<file path="config.mk">
export PLATFORM = sky130hd
export DESIGN_NAME = cwk_option_ctrl
export DESIGN_NICKNAME = d
export VERILOG_FILES = /design/src/core/cwk_pkg.sv /design/src/core/cwk_option_ctrl.sv /design/src/core/cwk_fall_deglitch.sv
export SDC_FILE = /design/constraint.sdc
export NUM_CORES = 1
export LEC_CHECK = 0
export BUFFER_PORTS_ARGS = -buffer_cell sky130_fd_sc_hd__buf_2
export CELL_PAD_IN_SITES_DETAIL_PLACEMENT = 1
export CELL_PAD_IN_SITES_GLOBAL_PLACEMENT = 1
export CORE_UTILIZATION = 48
export CTS_BUF_LIST = sky130_fd_sc_hd__clkbuf_16
export DETAILED_ROUTE_END_ITERATION = 8
export HOLD_SLACK_MARGIN = 0.03
export PLACE_DENSITY_LB_ADDON = 0.1
export SYNTH_ARGS = -nofsm -noshare
export SYNTH_HDL_FRONTEND = slang
export SYNTH_HIERARCHICAL = 1
export SYNTH_SLANG_ARGS = --single-unit
</file>
<file path="constraint.sdc">
create_clock -name clock_i -period 5.98 [get_ports clock_i]
set_clock_uncertainty 0.15 [all_clocks]
set_input_delay 0.299 -clock clock_i [delete_from_list [all_inputs] [get_ports clock_i]]
set_output_delay 0.299 -clock clock_i [all_outputs]
set_load 0.05 [all_outputs]
</file>
<file path="src/core/cwk_pkg.sv">
// constants and types for the comparator, shipping and wakeup option control
package cwk_pkg;

    // register reached by its command code
    localparam logic [7:0]  CWK_OPT_ADDR  = 8'h30;
    localparam logic [15:0] CWK_OPT_RESET = 16'h0211;

    // low-byte field positions
    localparam int CWK_WAKE_POS = 0;
    localparam int CWK_SHIP_POS = 1;
    localparam int CWK_RSVD_POS = 2;
    localparam int CWK_SHUT_POS = 3;
    localparam int CWK_DEG_POS  = 4;
    localparam int CWK_POL_POS  = 6;
    localparam int CWK_REF_POS  = 7;

    // deglitch selection codes
    localparam logic [1:0] CWK_DEG_OFF   = 2'h0;
    localparam logic [1:0] CWK_DEG_SHORT = 2'h1;
    localparam logic [1:0] CWK_DEG_MID   = 2'h2;
    localparam logic [1:0] CWK_DEG_LONG  = 2'h3;

    // timing: figures in their own unit, then cycle counts at the clock rate; the wakeup window goes to milliseconds
    localparam int unsigned CWK_CLK_MHZ       = 250;
    localparam int unsigned CWK_CYC_PER_MS    = 1000 * CWK_CLK_MHZ;
    localparam int unsigned CWK_DEG_SHORT_US  = 1;
    localparam int unsigned CWK_DEG_SHORT_CYC = CWK_DEG_SHORT_US * CWK_CLK_MHZ;
    localparam int unsigned CWK_DEG_MID_MS    = 2;
    localparam int unsigned CWK_DEG_MID_CYC   = CWK_DEG_MID_MS * CWK_CYC_PER_MS;
    localparam int unsigned CWK_DEG_LONG_S    = 5;
    localparam int unsigned CWK_DEG_LONG_CYC  =
        CWK_DEG_LONG_S * 1000 * CWK_CYC_PER_MS;
    localparam int unsigned CWK_SHIP_MS       = 140;
    localparam int unsigned CWK_SHIP_CYC      = CWK_SHIP_MS * CWK_CYC_PER_MS;
    localparam int unsigned CWK_WAKE_MIN      = 30;
    localparam int unsigned CWK_WAKE_MS       = CWK_WAKE_MIN * 60 * 1000;

    // low byte of the option register
    typedef struct packed {
        logic       ref_sel;
        logic       pol;
        logic [1:0] deg;
        logic       shut_en;
        logic       rsvd;
        logic       ship;
        logic       wake;
    } cwk_opt_lo_t;

    // asynchronous level inputs from pins and analog front end
    typedef struct packed {
        logic cmp_above;
        logic bat_below_min;
        logic chg_good_src;
    } cwk_sense_t;

endpackage

</file>
<file path="src/core/cwk_option_ctrl.sv">
// option register, comparator control, path shutoff, shipping and wakeup
`timescale 1ns/1ps
module cwk_option_ctrl #(
    parameter int unsigned DEG_MID_CYC  = cwk_pkg::CWK_DEG_MID_CYC,
    parameter int unsigned DEG_LONG_CYC = cwk_pkg::CWK_DEG_LONG_CYC,
    parameter int unsigned SHIP_CYC     = cwk_pkg::CWK_SHIP_CYC,
    parameter int unsigned CYC_PER_MS   = cwk_pkg::CWK_CYC_PER_MS,
    parameter int unsigned WAKE_MS      = cwk_pkg::CWK_WAKE_MS
) (
    input  wire logic               clock_i,
    input  wire logic               arst_n_i,
    input  wire logic [7:0]         reg_addr_i,
    input  wire logic               reg_wr_i,
    input  wire logic [15:0]        reg_wdata_i,
    input  wire logic               reg_rd_i,
    output logic      [15:0]        reg_rdata_o,
    output logic                    reg_rvalid_o,
    input  wire cwk_pkg::cwk_sense_t sense_i,
    output logic                    comparator_output_o,
    output logic                    comparator_reference_sel_o,
    output logic                    input_high_switch_off_o,
    output logic                    output_high_switch_off_o,
    output logic                    charger_good_flag_o,
    output logic                    battery_sense_node_dischg_o,
    output logic                    wakeup_charge_en_o
);
    import cwk_pkg::*;

    typedef enum logic [2:0] {
        CWK_WK_IDLE    = 3'b001,
        CWK_WK_CHARGE  = 3'b010,
        CWK_WK_EXPIRED = 3'b100
    } cwk_wake_st_t;

    logic [15:0]   opt_r;
    cwk_opt_lo_t   cfg;
    logic          opt_wr;
    cwk_sense_t    sync1_r;
    cwk_sense_t    sync2_r;
    logic          cmp_en;
    logic          raw_high;
    logic [31:0]   deg_limit;
    logic          cmp_out_high;
    logic          latched_r;
    logic          latched_nxt;
    logic [31:0]   ship_cnt_r;
    logic          ship_done;
    logic [31:0]   ms_cnt_r;
    logic          ms_tick;
    logic [31:0]   wake_cnt_r;
    cwk_wake_st_t  wake_st_r;
    logic          wake_clear;

    assign cfg    = cwk_opt_lo_t'(opt_r[7:0]);
    assign opt_wr = reg_wr_i && (reg_addr_i == CWK_OPT_ADDR);

    ////////////////////////////////////////////////////////////////////////
    // pin levels cross in through two flops
    always_ff @(posedge clock_i or negedge arst_n_i) begin
        if (!arst_n_i) begin
            sync1_r <= '0;
            sync2_r <= '0;
        end else begin
            sync1_r <= sense_i;
            sync2_r <= sync1_r;
        end
    end

    ////////////////////////////////////////////////////////////////////////
    // option register; host writes win over self-clearing
    always_ff @(posedge clock_i or negedge arst_n_i) begin
        if (!arst_n_i) begin
            opt_r <= CWK_OPT_RESET;
        end else if (opt_wr) begin
            opt_r <= reg_wdata_i;
        end else begin
            if (ship_done) begin
                opt_r[CWK_SHIP_POS] <= 1'b0;
            end
            if (wake_clear) begin
                opt_r[CWK_WAKE_POS] <= 1'b0;
            end
        end
    end

    always_ff @(posedge clock_i or negedge arst_n_i) begin
        if (!arst_n_i) begin
            reg_rdata_o  <= 16'h0;
            reg_rvalid_o <= 1'b0;
        end else begin
            reg_rvalid_o <= reg_rd_i;
            if (reg_rd_i && reg_addr_i == CWK_OPT_ADDR) begin
                reg_rdata_o <= opt_r;
            end else begin
                reg_rdata_o <= 16'h0;
            end
        end
    end

    ////////////////////////////////////////////////////////////////////////
    // comparator: polarity, enable and deglitch selection
    assign cmp_en = (cfg.deg != CWK_DEG_OFF);
    // raw high means the output would be released high
    assign raw_high = cfg.pol ? sync2_r.cmp_above
                              : !sync2_r.cmp_above;

    always_comb begin
        case (cfg.deg)
            CWK_DEG_SHORT: deg_limit = CWK_DEG_SHORT_CYC;
            CWK_DEG_MID:   deg_limit = DEG_MID_CYC;
            CWK_DEG_LONG:  deg_limit = DEG_LONG_CYC;
            default:       deg_limit = CWK_DEG_SHORT_CYC;
        endcase
    end

    cwk_fall_deglitch u_deglitch (
        .clock_i    (clock_i),
        .arst_n_i   (arst_n_i),
        .enable_i   (cmp_en),
        .raw_high_i (raw_high),
        .limit_i    (deg_limit),
        .out_high_o (cmp_out_high)
    );

    always_ff @(posedge clock_i or negedge arst_n_i) begin
        if (!arst_n_i) begin
            comparator_reference_sel_o <= 1'b0;
        end else begin
            comparator_reference_sel_o <= cfg.ref_sel;
        end
    end

    assign comparator_output_o = cmp_out_high;

    ////////////////////////////////////////////////////////////////////////
    // forced path shutoff; held until software clears the enable
    always_comb begin
        latched_nxt = latched_r;
        if (!cfg.shut_en) begin
            latched_nxt = 1'b0;
        end
        if (cfg.shut_en && cmp_en && !cmp_out_high) begin
            latched_nxt = 1'b1;
        end
    end

    always_ff @(posedge clock_i or negedge arst_n_i) begin
        if (!arst_n_i) begin
            latched_r                <= 1'b0;
            input_high_switch_off_o  <= 1'b0;
            output_high_switch_off_o <= 1'b0;
            charger_good_flag_o      <= 1'b0;
        end else begin
            latched_r                <= latched_nxt;
            input_high_switch_off_o  <= latched_nxt;
            output_high_switch_off_o <= latched_nxt;
            charger_good_flag_o      <= sync2_r.chg_good_src
                                        && !latched_nxt;
        end
    end

    ////////////////////////////////////////////////////////////////////////
    // shipping discharge; a rewrite of one restarts the interval
    assign ship_done = cfg.ship && (ship_cnt_r >= SHIP_CYC - 32'h1);

    always_ff @(posedge clock_i or negedge arst_n_i) begin
        if (!arst_n_i) begin
            ship_cnt_r                  <= 32'h0;
            battery_sense_node_dischg_o <= 1'b0;
        end else begin
            if (!cfg.ship || opt_wr || ship_done) begin
                ship_cnt_r <= 32'h0;
            end else begin
                ship_cnt_r <= ship_cnt_r + 32'h1;
            end
            battery_sense_node_dischg_o <= cfg.ship && !ship_done;
        end
    end

    ////////////////////////////////////////////////////////////////////////
    // millisecond enable for the long wakeup window
    assign ms_tick = (ms_cnt_r == CYC_PER_MS - 32'h1);

    always_ff @(posedge clock_i or negedge arst_n_i) begin
        if (!arst_n_i) begin
            ms_cnt_r <= 32'h0;
        end else if (ms_tick || wake_st_r != CWK_WK_CHARGE) begin
            ms_cnt_r <= 32'h0;
        end else begin
            ms_cnt_r <= ms_cnt_r + 32'h1;
        end
    end

    ////////////////////////////////////////////////////////////////////////
    // auto wakeup precharge
    assign wake_clear = (wake_st_r == CWK_WK_CHARGE)
                        && !sync2_r.bat_below_min;

    // after timeout it waits for a rewrite or the battery to recover
    always_ff @(posedge clock_i or negedge arst_n_i) begin
        if (!arst_n_i) begin
            wake_st_r  <= CWK_WK_IDLE;
            wake_cnt_r <= 32'h0;
        end else begin
            case (wake_st_r)
                CWK_WK_IDLE: begin
                    wake_cnt_r <= 32'h0;
                    if (cfg.wake && sync2_r.bat_below_min) begin
                        wake_st_r <= CWK_WK_CHARGE;
                    end
                end
                CWK_WK_CHARGE: begin
                    if (!cfg.wake || wake_clear) begin
                        wake_st_r <= CWK_WK_IDLE;
                    end else if (ms_tick) begin
                        if (wake_cnt_r >= WAKE_MS - 32'h1) begin
                            wake_st_r <= CWK_WK_EXPIRED;
                        end
                        wake_cnt_r <= wake_cnt_r + 32'h1;
                    end
                end
                CWK_WK_EXPIRED: begin
                    if (opt_wr || !cfg.wake || !sync2_r.bat_below_min) begin
                        wake_st_r <= CWK_WK_IDLE;
                    end
                end
                default: wake_st_r <= CWK_WK_IDLE;
            endcase
        end
    end

    always_ff @(posedge clock_i or negedge arst_n_i) begin
        if (!arst_n_i) begin
            wakeup_charge_en_o <= 1'b0;
        end else begin
            wakeup_charge_en_o <= (wake_st_r == CWK_WK_CHARGE)
                                  && !wake_clear && cfg.wake;
        end
    end

    ////////////////////////////////////////////////////////////////////////
    AST_DISABLED_HIGH: assert property (@(posedge clock_i)
        disable iff (!arst_n_i)
        cfg.deg == CWK_DEG_OFF |=> comparator_output_o)
        else $error("disabled comparator drove its output low");

    AST_POL_CLEAR: assert property (@(posedge clock_i)
        disable iff (!arst_n_i)
        !cfg.pol && !sync2_r.cmp_above |=> comparator_output_o)
        else $error("output low with input below threshold, polarity 0");

    AST_POL_SET: assert property (@(posedge clock_i)
        disable iff (!arst_n_i)
        cfg.pol && sync2_r.cmp_above |=> comparator_output_o)
        else $error("output low with input above threshold, polarity 1");

    AST_SHUTOFF: assert property (@(posedge clock_i)
        disable iff (!arst_n_i)
        cfg.shut_en && cmp_en && !comparator_output_o
        |=> input_high_switch_off_o && output_high_switch_off_o)
        else $error("switches not turned off after a trip");

    AST_CHG_GOOD_LOW: assert property (@(posedge clock_i)
        disable iff (!arst_n_i)
        input_high_switch_off_o |-> !charger_good_flag_o)
        else $error("charger good high during shutoff");

    AST_SHUTOFF_IDLE: assert property (@(posedge clock_i)
        disable iff (!arst_n_i)
        !cfg.shut_en |=> !input_high_switch_off_o)
        else $error("shutoff active with its enable cleared");

    AST_SHIP_CLEAR: assert property (@(posedge clock_i)
        disable iff (!arst_n_i)
        ship_done && !opt_wr |=> !cfg.ship && !battery_sense_node_dischg_o)
        else $error("shipping bit not cleared at end of interval");

    AST_SHIP_DRIVE: assert property (@(posedge clock_i)
        disable iff (!arst_n_i)
        $rose(cfg.ship) |-> ##1 battery_sense_node_dischg_o [*2])
        else $error("shipping discharge not driven");

    AST_WAKE_END: assert property (@(posedge clock_i)
        disable iff (!arst_n_i)
        wake_clear && !opt_wr |=> !cfg.wake && !wakeup_charge_en_o)
        else $error("wakeup charge not ended on battery recovery");

    AST_WAKE_START: assert property (@(posedge clock_i)
        disable iff (!arst_n_i)
        wake_st_r == CWK_WK_IDLE && cfg.wake && sync2_r.bat_below_min
        && !opt_wr ##1 sync2_r.bat_below_min && cfg.wake
        |=> wakeup_charge_en_o)
        else $error("wakeup charge not started");

    AST_REF_SEL: assert property (@(posedge clock_i)
        disable iff (!arst_n_i)
        !opt_wr ##1 !opt_wr |-> comparator_reference_sel_o == cfg.ref_sel)
        else $error("reference select does not follow register");

endmodule

</file>
<file path="src/core/cwk_fall_deglitch.sv">
// falling-edge-only deglitch filter for the comparator output
`timescale 1ns/1ps
module cwk_fall_deglitch (
    input  wire logic        clock_i,
    input  wire logic        arst_n_i,
    input  wire logic        enable_i,
    input  wire logic        raw_high_i,
    input  wire logic [31:0] limit_i,
    output logic             out_high_o
);
    import cwk_pkg::*;

    logic [31:0] cnt_r;

    // low must persist for the whole interval; any high restarts it
    always_ff @(posedge clock_i or negedge arst_n_i) begin
        if (!arst_n_i) begin
            cnt_r      <= 32'h0;
            out_high_o <= 1'b1;
        end else if (!enable_i || raw_high_i) begin
            cnt_r      <= 32'h0;
            out_high_o <= 1'b1;
        end else if (out_high_o) begin
            if (cnt_r >= limit_i - 32'h1) begin
                out_high_o <= 1'b0;
                cnt_r      <= 32'h0;
            end else begin
                cnt_r <= cnt_r + 32'h1;
            end
        end
    end

    ////////////////////////////////////////////////////////////////////////
    AST_RISE_FAST: assert property (@(posedge clock_i) disable iff (!arst_n_i)
        raw_high_i |=> out_high_o)
        else $error("comparator output rise was delayed");

    AST_FALL_NEEDS_LOW: assert property (@(posedge clock_i)
        disable iff (!arst_n_i)
        $fell(out_high_o) |-> !$past(raw_high_i) && !$past(raw_high_i, 2))
        else $error("comparator output fell without a persistent low");

    AST_RESTART: assert property (@(posedge clock_i) disable iff (!arst_n_i)
        raw_high_i |=> cnt_r == 32'h0)
        else $error("deglitch timer did not restart");

endmodule

</file>
==> After elaboration in Yosys (flattened, before gate mapping) <==
Cells that the tools add are included.
{ "totals": {"reg_bits": 176, "latch_bits": 0, "mem_bits_rw": 0, "romBits": 0, "in_bits": 31, "output_inout_bits": 24, "word_cells": 103, "memories": 0} }
{ "classes": {"add_sub_neg": 5, "mul": 0, "div_mod_pow": 0, "order_cmp": 3, "n_eq_ne": 14, "n_shift": 0, "n_mux": 25, "bitwise": 0, "reduce_logical": 34} }
{ "ops": {"columns": ["operator", "count"], "rows": [
  ["$mux W32", 7],
  ["$add A32 B1 Y32 const B", 4],
  ["$pmux W32 S2", 1],
  ["$pmux W31 S2", 1],
  ["$eq A32 B18 Y1 const B", 1],
  ["$ge A32 B21 Y1 const B", 1],
  ["$ge A32 B26 Y1 const B", 1],
  ["$ge A32 B32 Y1", 1],
  ["$sub A31 B1 Y32 const B", 1],
  ["$mux W16", 1],
  ["$mux W3", 5],
  ["$logic_and A1 B1 Y1", 11],
  ["$reduce_bool A2 Y1", 5],
  ["$logic_not A1 Y1", 9],
  ["$pmux W3 S3", 1],
  ["$eq A8 B6 Y1 const B", 1],
  ["$mux W1", 8],
  ["$ne A2 B2 Y1 const B", 4],
  ["$logic_or A1 B1 Y1", 7],
  ["$ne A3 B2 Y1 const B", 2],
  ["$eq A2 B2 Y1 const B", 2],
  ["$reduce_and A4 Y1", 1],
  ["$eq A3 B1 Y1 const B", 1],
  ["$eq A3 B2 Y1 const B", 1],
  ["4 further kinds", 4]
]} }

==> Logic depth before layout (Yosys ltp) <==
Gate-level depths: netlist (run 1).
{ "depth": {"word_depth": 7, "depth_mapped": 19, "mapped_depth_nobuf": 17} }

==> By module <==
Netlist (run 1), hierarchy kept.
{ "by_module_without_submodules": {"columns": ["module", "instances", "cells_per_inst", "area_per_inst_um2", "seq_area_each_um2"], "rows": [
  ["cwk_option_ctrl", 1, 656, 6655.1, 3583.4],
  ["cwk_fall_deglitch", 1, 391, 3191.8, 827.0]
]} }

==> Worst setup path after synthesis (run 1) <==
No wires, ideal clock.
{ "synth_timing": {"path_kind": "register to register", "start": "reg opt_r[5]", "end": "reg u_deglitch.cnt_r[19]", "setup_time_ns": 0.083, "arrival_time_ns": 4.609, "required_ns": 5.747, "setup_slack_ns": 1.139, "path_stages_with_launch": 20, "path_buffers": 2, "period_less_slack_ns": 4.841, "cell_sequence": "dfrtp_1 -> nand2_1 -> inv_1 -> or4_4 -> or3_4 -> or3_4 -> nor4_4 -> and3b_2 -> nand2_1 -> xor2_1 -> ha_1 -> a21oi_1 -> a21boi_0 -> or3_1 -> a211oi_1 -> and2_1 -> clkbuf_1 -> clkbuf_1 -> a31oi_1 -> o22ai_1"} }
{ "synth_via": {"elab_chain_cells": 7, "word_cells_on_any_way": 12, "cone_classes": "add/sub: 1; order compare: 1; eq/ne: 2; mux: 4; reduce/logical: 4"} }
{ "synth_lines": {"columns": ["item", "line", "source"], "rows": [
  ["start, declared", "cwk_option_ctrl.sv:35", "logic [15:0] opt_r;"],
  ["start signal, assigned", "cwk_option_ctrl.sv:75", "opt_r <= reg_wdata_i;"],
  ["$eq A2 B2 Y1", "cwk_option_ctrl.sv:108", "case (cfg.deg)"],
  ["$pmux W31 S2 *", "cwk_option_ctrl.sv:108", null],
  ["named net deg_limit[5]", "cwk_option_ctrl.sv:42", "logic [31:0] deg_limit;"],
  ["$sub A31 B1 Y32 *", "cwk_fall_deglitch.sv:24", "if (cnt_r >= limit_i - 32'h1) begin"],
  ["$ge A32 B32 Y1 *", "cwk_fall_deglitch.sv:24", null],
  ["$mux W32 *", "cwk_fall_deglitch.sv:24", null],
  ["$mux W32 *", "cwk_fall_deglitch.sv:23", "end else if (out_high_o) begin"],
  ["$mux W32 *", "cwk_fall_deglitch.sv:20", "end else if (!enable_i || raw_high_i) begin"],
  ["end signal, assigned", "cwk_fall_deglitch.sv:28", "cnt_r <= cnt_r + 32'h1;"],
  ["end, declared", "cwk_fall_deglitch.sv:13", "logic [31:0] cnt_r;"]
]} }
Mark *: on every way through the listed nets, which the timed path passes. The rest lies on a longest branch. The select of a mux whose other input is x is not followed.
A chain may end at the register's enable or synchronous reset.

==> Final worst setup path (run 1) <==
{ "layout_timing": {"start": "reg opt_r[4]", "end": "reg u_deglitch.cnt_r[13]"} }
The elaborated chain is that of the path after synthesis.

==> impl_metrics.env, run 1 <==
export IMPL_status="complete, no violations"
export IMPL_clockBufferDepth=2
export IMPL_hp_class="in2reg"
export IMPL_p_switching_uw=645
export IMPL_synth_flop_cell="dfrtp_1"
export IMPL_post_place_ws_ns=0.769
export IMPL_drv_slew=0
export IMPL_crit_fanout=15
export IMPL_htreeDepth=4
export IMPL_setup_violations_final=0
export IMPL_grt_max_degree=100
export IMPL_core_um2=20200
export IMPL_io_buffers=54
export IMPL_yosysWarnings=6
export IMPL_grt_pass1_vias=8483
export IMPL_grt_first_pass_wirelength_um=43200
export IMPL_cp_cell_sequence="nand2b_1, inv_1, nor4_1, nand3_1, or3_4, nor4_4, and3b_2, nand2_1, xor2_1, ha_1, a21oi_1, a21boi_0, or3_1, a211oi_1, and2_1, buf_4, nand2_1, o211ai_1"
export IMPL_die_h_um=145
export IMPL_nNetsFinal=1215
export IMPL_ys_seq_area_frac=0.448
export IMPL_place_hpwl_um=17200
export IMPL_grt_use_total=0.253
export IMPL_max_cap_viol_count=0
export IMPL_cts_resized=0
export IMPL_via_count=8178
export IMPL_vdd_drop_max_v=0.000180
export IMPL_powerDensity_nw_per_um2=216
export IMPL_die_area_um2=21100
export IMPL_syn_area_um2=9850
export IMPL_synth_cells=1047
export IMPL_p_seq_frac=0.493
export IMPL_critPathSlowestCell="dfstp_2"
export IMPL_insertion_delay_ns=0.44
export IMPL_cts_root_buf="clkbuf_16"
export IMPL_fin_tns_setup_ns=0
export IMPL_cts_tree="done"
export IMPL_die_w_um=145
export IMPL_drcViolationCount=0
export IMPL_wl_per_cell_um=17.7
export IMPL_ys_ff_latch=176
export IMPL_globalplace_congestion=0.804
export IMPL_critPathLaunchType="flip-flop"
export IMPL_cts_sinks=176
export IMPL_async_reset_ff_frac=1.00
export IMPL_rsz0062_at_grt="false"
export IMPL_max_freq_mhz=192
export IMPL_viasPerCell=5.72
export IMPL_worst_ep_arrival_time_ns=5.42
export IMPL_syn_area_per_cell_um2=9.40
export IMPL_cp_top_family="simple AND/OR/NAND/NOR gates"
export IMPL_switching_share=0.263
export IMPL_leakagePower_nw=4.65
export IMPL_crit_path_end_kind="flip-flop"
export IMPL_cpPeakStageDelay_ns=0.56
export IMPL_antenna_cells=0
export IMPL_drive_above_1_share=0.117
export IMPL_area_growth_pct=15.4
export IMPL_fp_row_count=52
export IMPL_combPwrFrac=0.048
export IMPL_internal_power_mw=1.81
export IMPL_layout_min_cycle_time_ns=5.22
export IMPL_postRouteAntennaNets=0
export IMPL_p_clk_frac=0.459
export IMPL_wirelength_um=25400
export IMPL_critPathMostFrequentCell="nand2_1"
export IMPL_maxSlewHeadroom=0.252
export IMPL_ctsHoldBuffers=23
export IMPL_ioPinCount=55
export IMPL_grt_antenna_before_repair=0
export IMPL_path_clk_slew_ns=0.08
export IMPL_grt_remaining_overflow=0
export IMPL_post_cts_buffers=0
export IMPL_cts_buffers=17
export IMPL_worst_slack_ns=0.764
export IMPL_drtPass1Iterations=5
export IMPL_yosysUniqueCellTypes=63
export IMPL_cp_num_buf_inv=2
export IMPL_path_class="reg2reg"
export IMPL_cp_required_ns=6.18
export IMPL_synth_edf_count=0
export IMPL_tightestPinTransition_ns=1.12
export IMPL_drt_iter0_drc=452
export IMPL_hold_violations=0
export IMPL_start_util=0.488
export IMPL_period_share=0.872
export IMPL_n_fill_cell=2336
-- cells by family (layout without fill, tap and decap cells) --
kind of cell	count (synthesis)	in the layout	share of synthesized area
other	1	40	0.000381
buffers and inverters	72	146	0.0294
AOI/OAI and AO/OA	162	162	0.102
xor gates and xnor gates	83	83	0.0738
muxes	31	31	0.0333
DFF	176	176	0.448
adders and majority gates	37	37	0.0470
and+or+nand+nor	485	485	0.266
-- tightest hold or removal path, cell delays in order --
cell	delay [ns]
buf_2	0.08
nor4_1	0.05
nand3_1	0.13
nor3_1	0.06
-- final timing paths --
path                                     from                    to  slack [ns]  depth (start not counted)
worst max register to register       opt_r[4]  u_deglitch/cnt_r[13]        0.76                         18
min in group asynchronous            arst_n_i  u_deglitch/cnt_r[29]        0.32                          2
worst min-delay path            reg_addr_i[0]        reg_rdata_o[5]        0.07                          4
max in group asynchronous            arst_n_i  u_deglitch/cnt_r[19]        3.82                          3
worst min register to register     sync1_r[0]            sync2_r[0]        0.20                          0
worst max-delay path                 opt_r[4]  u_deglitch/cnt_r[13]        0.76                         18
-- state kept, by name, indices dropped and copies added, names as in the netlist --
signal and cells:
battery_sense_node_dischg_o 1, charger_good_flag_o 1, comparator_reference_sel_o 1, latched_r 1
ms_cnt_r 32, opt_r 16, reg_rdata_o 16, reg_rvalid_o 1
ship_cnt_r 32, sync1_r 3, sync2_r 3, u_deglitch/cnt_r 32
u_deglitch/out_high_o 1, wake_cnt_r 32, wake_st_r 3, wakeup_charge_en_o 1
-- cells in the final DEF, fill, tap and decap left out, drive strengths merged, types with 29 or more instances in the layout --
master,instances
nand2,74
or4,29
ha,37
buf,63
inv,30
xnor2,44
dfrtp,171
and2,31
nand3,81
nand4,40
conb,40
nor2,101
a21oi,55
xor2,39
-- cells in the mapped netlist (2+ instances only) --
library cell / instances / area [um2]
o211ai_1: 8 / 60.1
nand4b_1: 2 / 17.5
a31oi_1: 23 / 144
or4_1: 28 / 210
dfstp_2: 5 / 131
clkbuf_1: 37 / 139
ha_1: 37 / 463
nand3b_1: 7 / 52.6
and2_1: 30 / 188
nand2b_1: 5 / 31.3
o21ai_0: 23 / 115
xnor2_1: 44 / 385
dfrtp_1: 171 / 4280
and4_1: 10 / 87.6
o21a_1: 3 / 22.5
buf_2: 5 / 25.0
nor2_1: 101 / 379
o22ai_1: 3 / 18.8
nand4_1: 40 / 250
mux2i_1: 17 / 170
xor2_1: 39 / 342
a21oi_1: 55 / 275
nor4_4: 3 / 63.8
nor2b_1: 4 / 25.0
and3_1: 24 / 150
or2_2: 5 / 31.3
nor4b_1: 3 / 26.3
a211oi_1: 6 / 45.0
mux2_2: 14 / 158
o21bai_1: 2 / 15.0
inv_1: 25 / 93.8
nor3_1: 24 / 120
o31ai_1: 25 / 188
a21o_1: 4 / 30.0
or3_1: 14 / 87.6
nor4_1: 20 / 125
or3_4: 2 / 22.5
nand3_1: 81 / 405
nand2_1: 74 / 278
-- per-stage QoR --
step	area [um2]	utilization	instances	hold WS, ns	power (mW)
3_5_place_dp	10500	0.522	1375	0.186	1.34
5_1_grt	11400	0.563	1430	0.0800	2.53
6_report	11400	0.563	1430	0.0652	2.45
2_1_floorplan	9990	-	1086	-0.147	1.29
3_3_place_gp	10500	0.522	1375	0.184	1.33
4_1_cts	11400	0.563	1430	0.0411	2.48
-- layer usage --
metal / vias up / share of wire / global-route usage
met2: 120 / 0.47 / 0.410
met4: 0 / 0.011 / 0.0695
met3: 25 / 0.037 / 0.0497
li1: 3962 / - / -
met1: 4071 / 0.48 / 0.346
met5: - / 0 / 0
-- power groups by stage --
stage	Sequential, mW	Clock, mW	Combinational (mW)
2_1_floorplan	1.23	0	0.0522
3_3_place_gp	1.23	0	0.103
3_5_place_dp	1.23	0	0.106
4_1_cts	1.21	1.15	0.119
5_1_grt	1.21	1.19	0.134
6_report	1.21	1.13	0.118
-- area by class of cell --
class	count	area [um2]	share of cell area
multi-input combinational	838	5330	0.469
clock buffer	17	425	0.0374
timing repair buffer	87	584	0.0514
sequential	176	4410	0.388
inverter	27	103	0.00903
tap	270	338	0.0297
clock inverter	15	175	0.0154
Note: power is estimated with default switching activity, not from simulation.
==> run 2: changes to the inputs <==
Clock period 5.98 ns to 4.9 ns, I/O delays scaled along.
==> run 2 against run 1 <==
Against the previous run: design area up 2.2%; flip-flop and latch count unchanged; die area unchanged; clock-buffer cell count unchanged; non-clock buffer count up 15; setup slack worse by 0.64 ns; combinational power up 36%; total power up 23%; sequential share of layout area down 0.85 points; utilization up 1.3 points; critical path type unchanged; critical endpoint is now u_deglitch/cnt_r[19]; largest power group unchanged.
==> impl_metrics.env, run 2 (same netlist as run 1, synthesis figures left out) <==
export IMPL_place_area_um2=10600
export IMPL_leakagePower_nw=4.76
export IMPL_htreeDepth=4
export IMPL_grt_max_degree=109
export IMPL_grt_use_total=0.259
export IMPL_grtUsageMet2=0.437
export IMPL_drive_above_1_share=0.138
export IMPL_core_um2=20200
export IMPL_cts_sinks=176
export IMPL_final_hold_worst_slack_ns=0.199
export IMPL_p_clk_frac=0.459
export IMPL_p_seq_frac=0.488
export IMPL_grt_antenna_before_repair=1
export IMPL_cts_root_buf="clkbuf_16"
export IMPL_drtPass1Iterations=5
export IMPL_insertion_delay_ns=0.44
export IMPL_area_growth_pct=18.0
export IMPL_die_h_um=145
export IMPL_start_util=0.488
export IMPL_grt_remaining_overflow=0
export IMPL_max_cap_viol_count=0
export IMPL_combPwrFrac=0.053
export IMPL_wl_per_cell_um=18.4
export IMPL_hold_violations=0
export IMPL_final_design_area_no_fill_um2=11600
export IMPL_place_hpwl_um=17000
export IMPL_switching_share=0.264
export IMPL_worst_slack_ns=0.128
export IMPL_clockBufferDepth=2
export IMPL_die_w_um=145
export IMPL_crit_path_end_kind="flip-flop"
export IMPL_globalplace_congestion=0.773
export IMPL_crit_fanout=15
export IMPL_postRouteAntennaNets=0
export IMPL_gr_usage_met3=0.0450
export IMPL_busiest_layer="met2"
export IMPL_path_class="reg2reg"
export IMPL_cp_required_ns=5.09
export IMPL_max_freq_mhz=210
export IMPL_ioPinCount=55
export IMPL_final_common_cell="dfrtp_1"
export IMPL_path_clk_slew_ns=0.07
export IMPL_wirelength_um=26600
export IMPL_nNetsFinal=1231
export IMPL_drt_iter0_drc=452
export IMPL_grt_pass1_vias=8668
export IMPL_powerDensity_nw_per_um2=260
export IMPL_die_area_um2=21100
export IMPL_setup_violations_final=0
export IMPL_critPathLaunchType="flip-flop"
export IMPL_post_place_ws_ns=-0.0209
export IMPL_p_switching_uw=798
export IMPL_grt_first_pass_wirelength_um=44300
export IMPL_drcViolationCount=0
export IMPL_final_cell_mix="dfrtp_1 (171), nor2_1 (100), nand3_1 (80)"
export IMPL_hp_class="reg2reg"
export IMPL_maxSlewHeadroom=0.248
export IMPL_finalPower_mw=3.02
export IMPL_grt_util_met1=0.347
export IMPL_vdd_drop_max_v=0.000206
export IMPL_io_buffers=54
export IMPL_drv_slew=0
export IMPL_via_count=8387
export IMPL_fp_row_count=52
export IMPL_status="complete, no violations"
export IMPL_tightestPinTransition_ns=1.12
export IMPL_period_share=0.974
export IMPL_final_util=0.576
export IMPL_cts_buffers=17
export IMPL_internal_power_mw=2.23
export IMPL_layout_min_cycle_time_ns=4.77
export IMPL_viasPerCell=5.80
export IMPL_cts_tree="done"
export IMPL_worst_ep_arrival_time_ns=4.96
run 2: cell types whose count changed in the layout (fill, tap and decap cells not counted), sizes merged:
cell and change:
buf +12, clkbuf +2, clkinvlp -2, diode +1
dlygate4sd3 +1, inv +2, o21ai +1
run 2: critical path, stage by stage, from the launching register on:
cell and delay, ns:
dfrtp_1 0.40, buf_6 0.15, or4_4 0.54, or3_4 0.35, or3_4 0.36, nor4_4 0.35
and3b_2 0.26, nand2_1 0.06, xor2_1 0.16, ha_1 0.35, a21oi_2 0.14, a21boi_1 0.08
or3_1 0.33, a211oi_2 0.23, and2_4 0.29, buf_12 0.16, a31oi_1 0.10, o22ai_1 0.21
run 2: repair_timing:
action | CTS | global route
hold buffers | 24 | 0
buffers inserted | 0 | 6
setup endpoints to repair | 12 | 28
hold endpoints to repair | 123 | 0
pin swaps | 0 | 10
gates cloned | 0 | 3
resized for setup | 4 | 19
run 2: power groups by stage:
stage               logic (mW)  registers (mW)  clock network [mW]
detailed placement       0.134            1.50                   0
global placement         0.130            1.50                   0
CTS                      0.150            1.47                1.42
floorplan               0.0637            1.50                   0
global route             0.180            1.48                1.46
finish                   0.161            1.47                1.39
run 2: final cells by class:
type                    count  area [um2]
well taps                 270         338
clock inverters            15         185
multi-input cells         839        5390
inverters                  27         103
clock buffers              17         425
fillers                  2325        8550
repair buffers            102         763
diodes                      1        2.50
flip-flops and latches    176        4410
run 2: worst paths after layout:
| check | endpoint | slack (ns) | depth (start not counted) | startpoint |
|---|---|---|---|---|
| max | u_deglitch/cnt_r[19] | 0.13 | 17 | opt_r[5] |
| min | sync2_r[0] | 0.20 | 0 | sync1_r[0] |
| max reg2reg | u_deglitch/cnt_r[19] | 0.13 | 17 | opt_r[5] |
| min reg2reg | sync2_r[0] | 0.20 | 0 | sync1_r[0] |
| max in group asynchronous | opt_r[4] | 3.10 | 3 | arst_n_i |
| min in group asynchronous | u_deglitch/cnt_r[27] | 0.31 | 2 | arst_n_i |
run 2: metal layers:
metal  vias to the layer above  routed length, um
met5                         -                  0
met4                         0                308
met3                        25               1010
met2                       142              13100
met1                      4215              12300
li1                       4005                  -
run 2: per-stage QoR:
step                TNS (ns)  std cells
finish                     0       1447
global route          -0.345       1447
CTS                        0       1437
detailed placement   -0.0234       1381
global placement           0       1381
floorplan                  0       1086
==> run 3: changes to the inputs <==
Settings changed: RECOVER_POWER from default to 100, TNS_END_PERCENT from default to 100.
==> run 3 against run 2 <==
Against the previous run: the run now ends with capacitance limit, slew limit left; clock-buffer cell count unchanged; routed wire length rose by 0.18%; utilization fell by 0.39 points; critical path depth is the same; worst hold slack about the same; global-route usage did not move; design area fell by 0.68%; via count shrank 0.48%; critical path type unchanged.
==> impl_metrics.env, run 3 (same netlist as run 1, synthesis figures left out) <==
export IMPL_status="finished, violations left"
export IMPL_violations="capacitance limit, slew limit"
export IMPL_clockBufferDepth=2
export IMPL_wl_per_cell_um=18.4
export IMPL_die_w_um=145
export IMPL_grt_remaining_overflow=0
export IMPL_grt_use_total=0.259
export IMPL_cp_required_ns=5.09
export IMPL_hold_depth=0
export IMPL_tightestPinTransition_ns=3.26
export IMPL_start_util=0.488
export IMPL_die_h_um=145
export IMPL_path_class="reg2reg"
export IMPL_maxSlewHeadroom=-1.21
export IMPL_worst_slack_ns=0.133
export IMPL_grt_first_pass_wirelength_um=44300
export IMPL_globalplace_congestion=0.773
export IMPL_final_cell_mix="dfrtp_1 (171), nor2_1 (100), nand3_1 (80)"
export IMPL_grt_antenna_before_repair=1
export IMPL_layout_min_cycle_time_ns=4.77
export IMPL_critPathLaunchType="flip-flop"
export IMPL_final_cells=1447
export IMPL_hp_class="reg2reg"
export IMPL_die_area_um2=21100
export IMPL_internal_power_mw=2.22
export IMPL_ioPinCount=55
export IMPL_drt_iter0_drc=491
export IMPL_hold_violations=0
export IMPL_cts_sinks=176
export IMPL_postRouteAntennaNets=0
export IMPL_area_growth_pct=17.2
export IMPL_multi_input_area_um2=5360
export IMPL_via_count=8347
export IMPL_switching_share=0.264
export IMPL_grt_max_degree=109
export IMPL_drv_slew=189
export IMPL_p_seq_frac=0.488
export IMPL_crit_fanout=15
export IMPL_place_inst=1381
export IMPL_period_share=0.973
export IMPL_drtPass1Iterations=4
export IMPL_insertion_delay_ns=0.44
export IMPL_drive_above_1_share=0.113
export IMPL_io_buffers=54
export IMPL_max_freq_mhz=210
export IMPL_cts_buffers=17
export IMPL_htreeDepth=4
export IMPL_p_clk_frac=0.459
export IMPL_crit_path_end_kind="flip-flop"
export IMPL_viasPerCell=5.77
export IMPL_r2r_cells=17
export IMPL_nNetsFinal=1231
export IMPL_seq_area_um2=4410
export IMPL_max_cap_viol_count=3
export IMPL_place_hpwl_um=17000
export IMPL_fp_row_count=52
export IMPL_core_um2=20200
export IMPL_powerDensity_nw_per_um2=262
export IMPL_wirelength_um=26700
export IMPL_post_place_ws_ns=-0.0209
export IMPL_combPwrFrac=0.053
export IMPL_n_fill_cell=2340
export IMPL_final_common_cell="dfrtp_1"
export IMPL_cts_root_buf="clkbuf_16"
export IMPL_grt_pass1_vias=8668
export IMPL_leakagePower_nw=4.63
export IMPL_cts_tree="done"
export IMPL_drcViolationCount=0
export IMPL_p_switching_uw=798
export IMPL_path_clk_slew_ns=0.07
export IMPL_setup_violations_final=0
export IMPL_vdd_drop_max_v=0.000204
export IMPL_worst_ep_arrival_time_ns=4.96
[run 3: cell count changes in the layout (fill, tap and decap cells not counted), moves of 3 or more]
| cell | previous run | this run |
|---|---|---|
| and2_0 | 1 | 12 |
| buf_4 | 19 | 16 |
| clkbuf_2 | 0 | 3 |
| clkbuf_1 | 0 | 26 |
| and2_1 | 29 | 18 |
| buf_2 | 53 | 28 |
[run 3: cell type report]
cell class                      instances  share of cell area
Antenna cell                            1            0.000217
Clock buffer                           17              0.0369
Clock inverter                         15              0.0160
Inverter                               27             0.00889
Multi-Input combinational cell        839               0.465
Sequential cell                       176               0.382
Tap cell                              270              0.0293
Timing Repair Buffer                  102              0.0619
[run 3: repair_timing]
item,in CTS,in global routing
setup endpoints to repair,12,28
hold buffers,24,0
endpoints found under the hold margin,123,0
cloned,0,3
pin swaps,0,10
setup buffers,0,6
resized for setup,4,19
[run 3: through the flow]
| step | instance area, um2 | hold slack, ns | power (mW) | util | setup TNS, ns |
|---|---|---|---|---|---|
| 2_1_floorplan | 9990 | -0.201 | 1.57 | - | 0 |
| 3_3_place_gp | 10600 | 0.182 | 1.63 | 0.525 | 0 |
| 3_5_place_dp | 10600 | 0.186 | 1.64 | 0.525 | -0.0234 |
| 4_1_cts | 11400 | 0.203 | 3.04 | 0.568 | 0 |
| 5_1_grt | 11500 | 0.218 | 3.12 | 0.572 | -0.345 |
| 6_report | 11500 | 0.199 | 3.02 | 0.572 | 0 |
[run 3: final timing paths]
kind                                   endpoint        from  slack [ns]
hold / removal                       sync2_r[0]  sync1_r[0]        0.20
hold reg to reg                      sync2_r[0]  sync1_r[0]        0.20
setup reg to reg           u_deglitch/cnt_r[19]    opt_r[5]        0.13
setup / recovery           u_deglitch/cnt_r[19]    opt_r[5]        0.13
min in group asynchronous  u_deglitch/cnt_r[27]    arst_n_i        1.06
max in group asynchronous        ship_cnt_r[31]    arst_n_i        1.21
[run 3: worst max-delay path, cell delays in order (launching register included)]
cell and delay, ns:
dfrtp_1 0.40, buf_6 0.15, or4_4 0.54, or3_4 0.35, or3_4 0.36, nor4_4 0.36
and3b_2 0.26, nand2_1 0.06, xor2_1 0.16, ha_1 0.35, a21oi_2 0.14, a21boi_1 0.08
or3_1 0.33, a211oi_2 0.23, and2_4 0.29, buf_12 0.16, a31oi_1 0.10, o22ai_1 0.20
[run 3: routing by layer]
layer  share of wire  wire (um)  track usage
met3           0.038       1020       0.0450
met5               0          0            0
met1            0.46      12400        0.347
met2            0.49      13000        0.437
met4           0.011        297       0.0616
[run 3: power by group through the flow]
stage	Combinational (mW)	Clock (mW)	Sequential [mW]
floorplan	0.0637	0	1.50
global placement	0.130	0	1.50
detailed placement	0.134	0	1.50
CTS	0.150	1.42	1.47
global route	0.178	1.46	1.48
finish	0.159	1.39	1.47
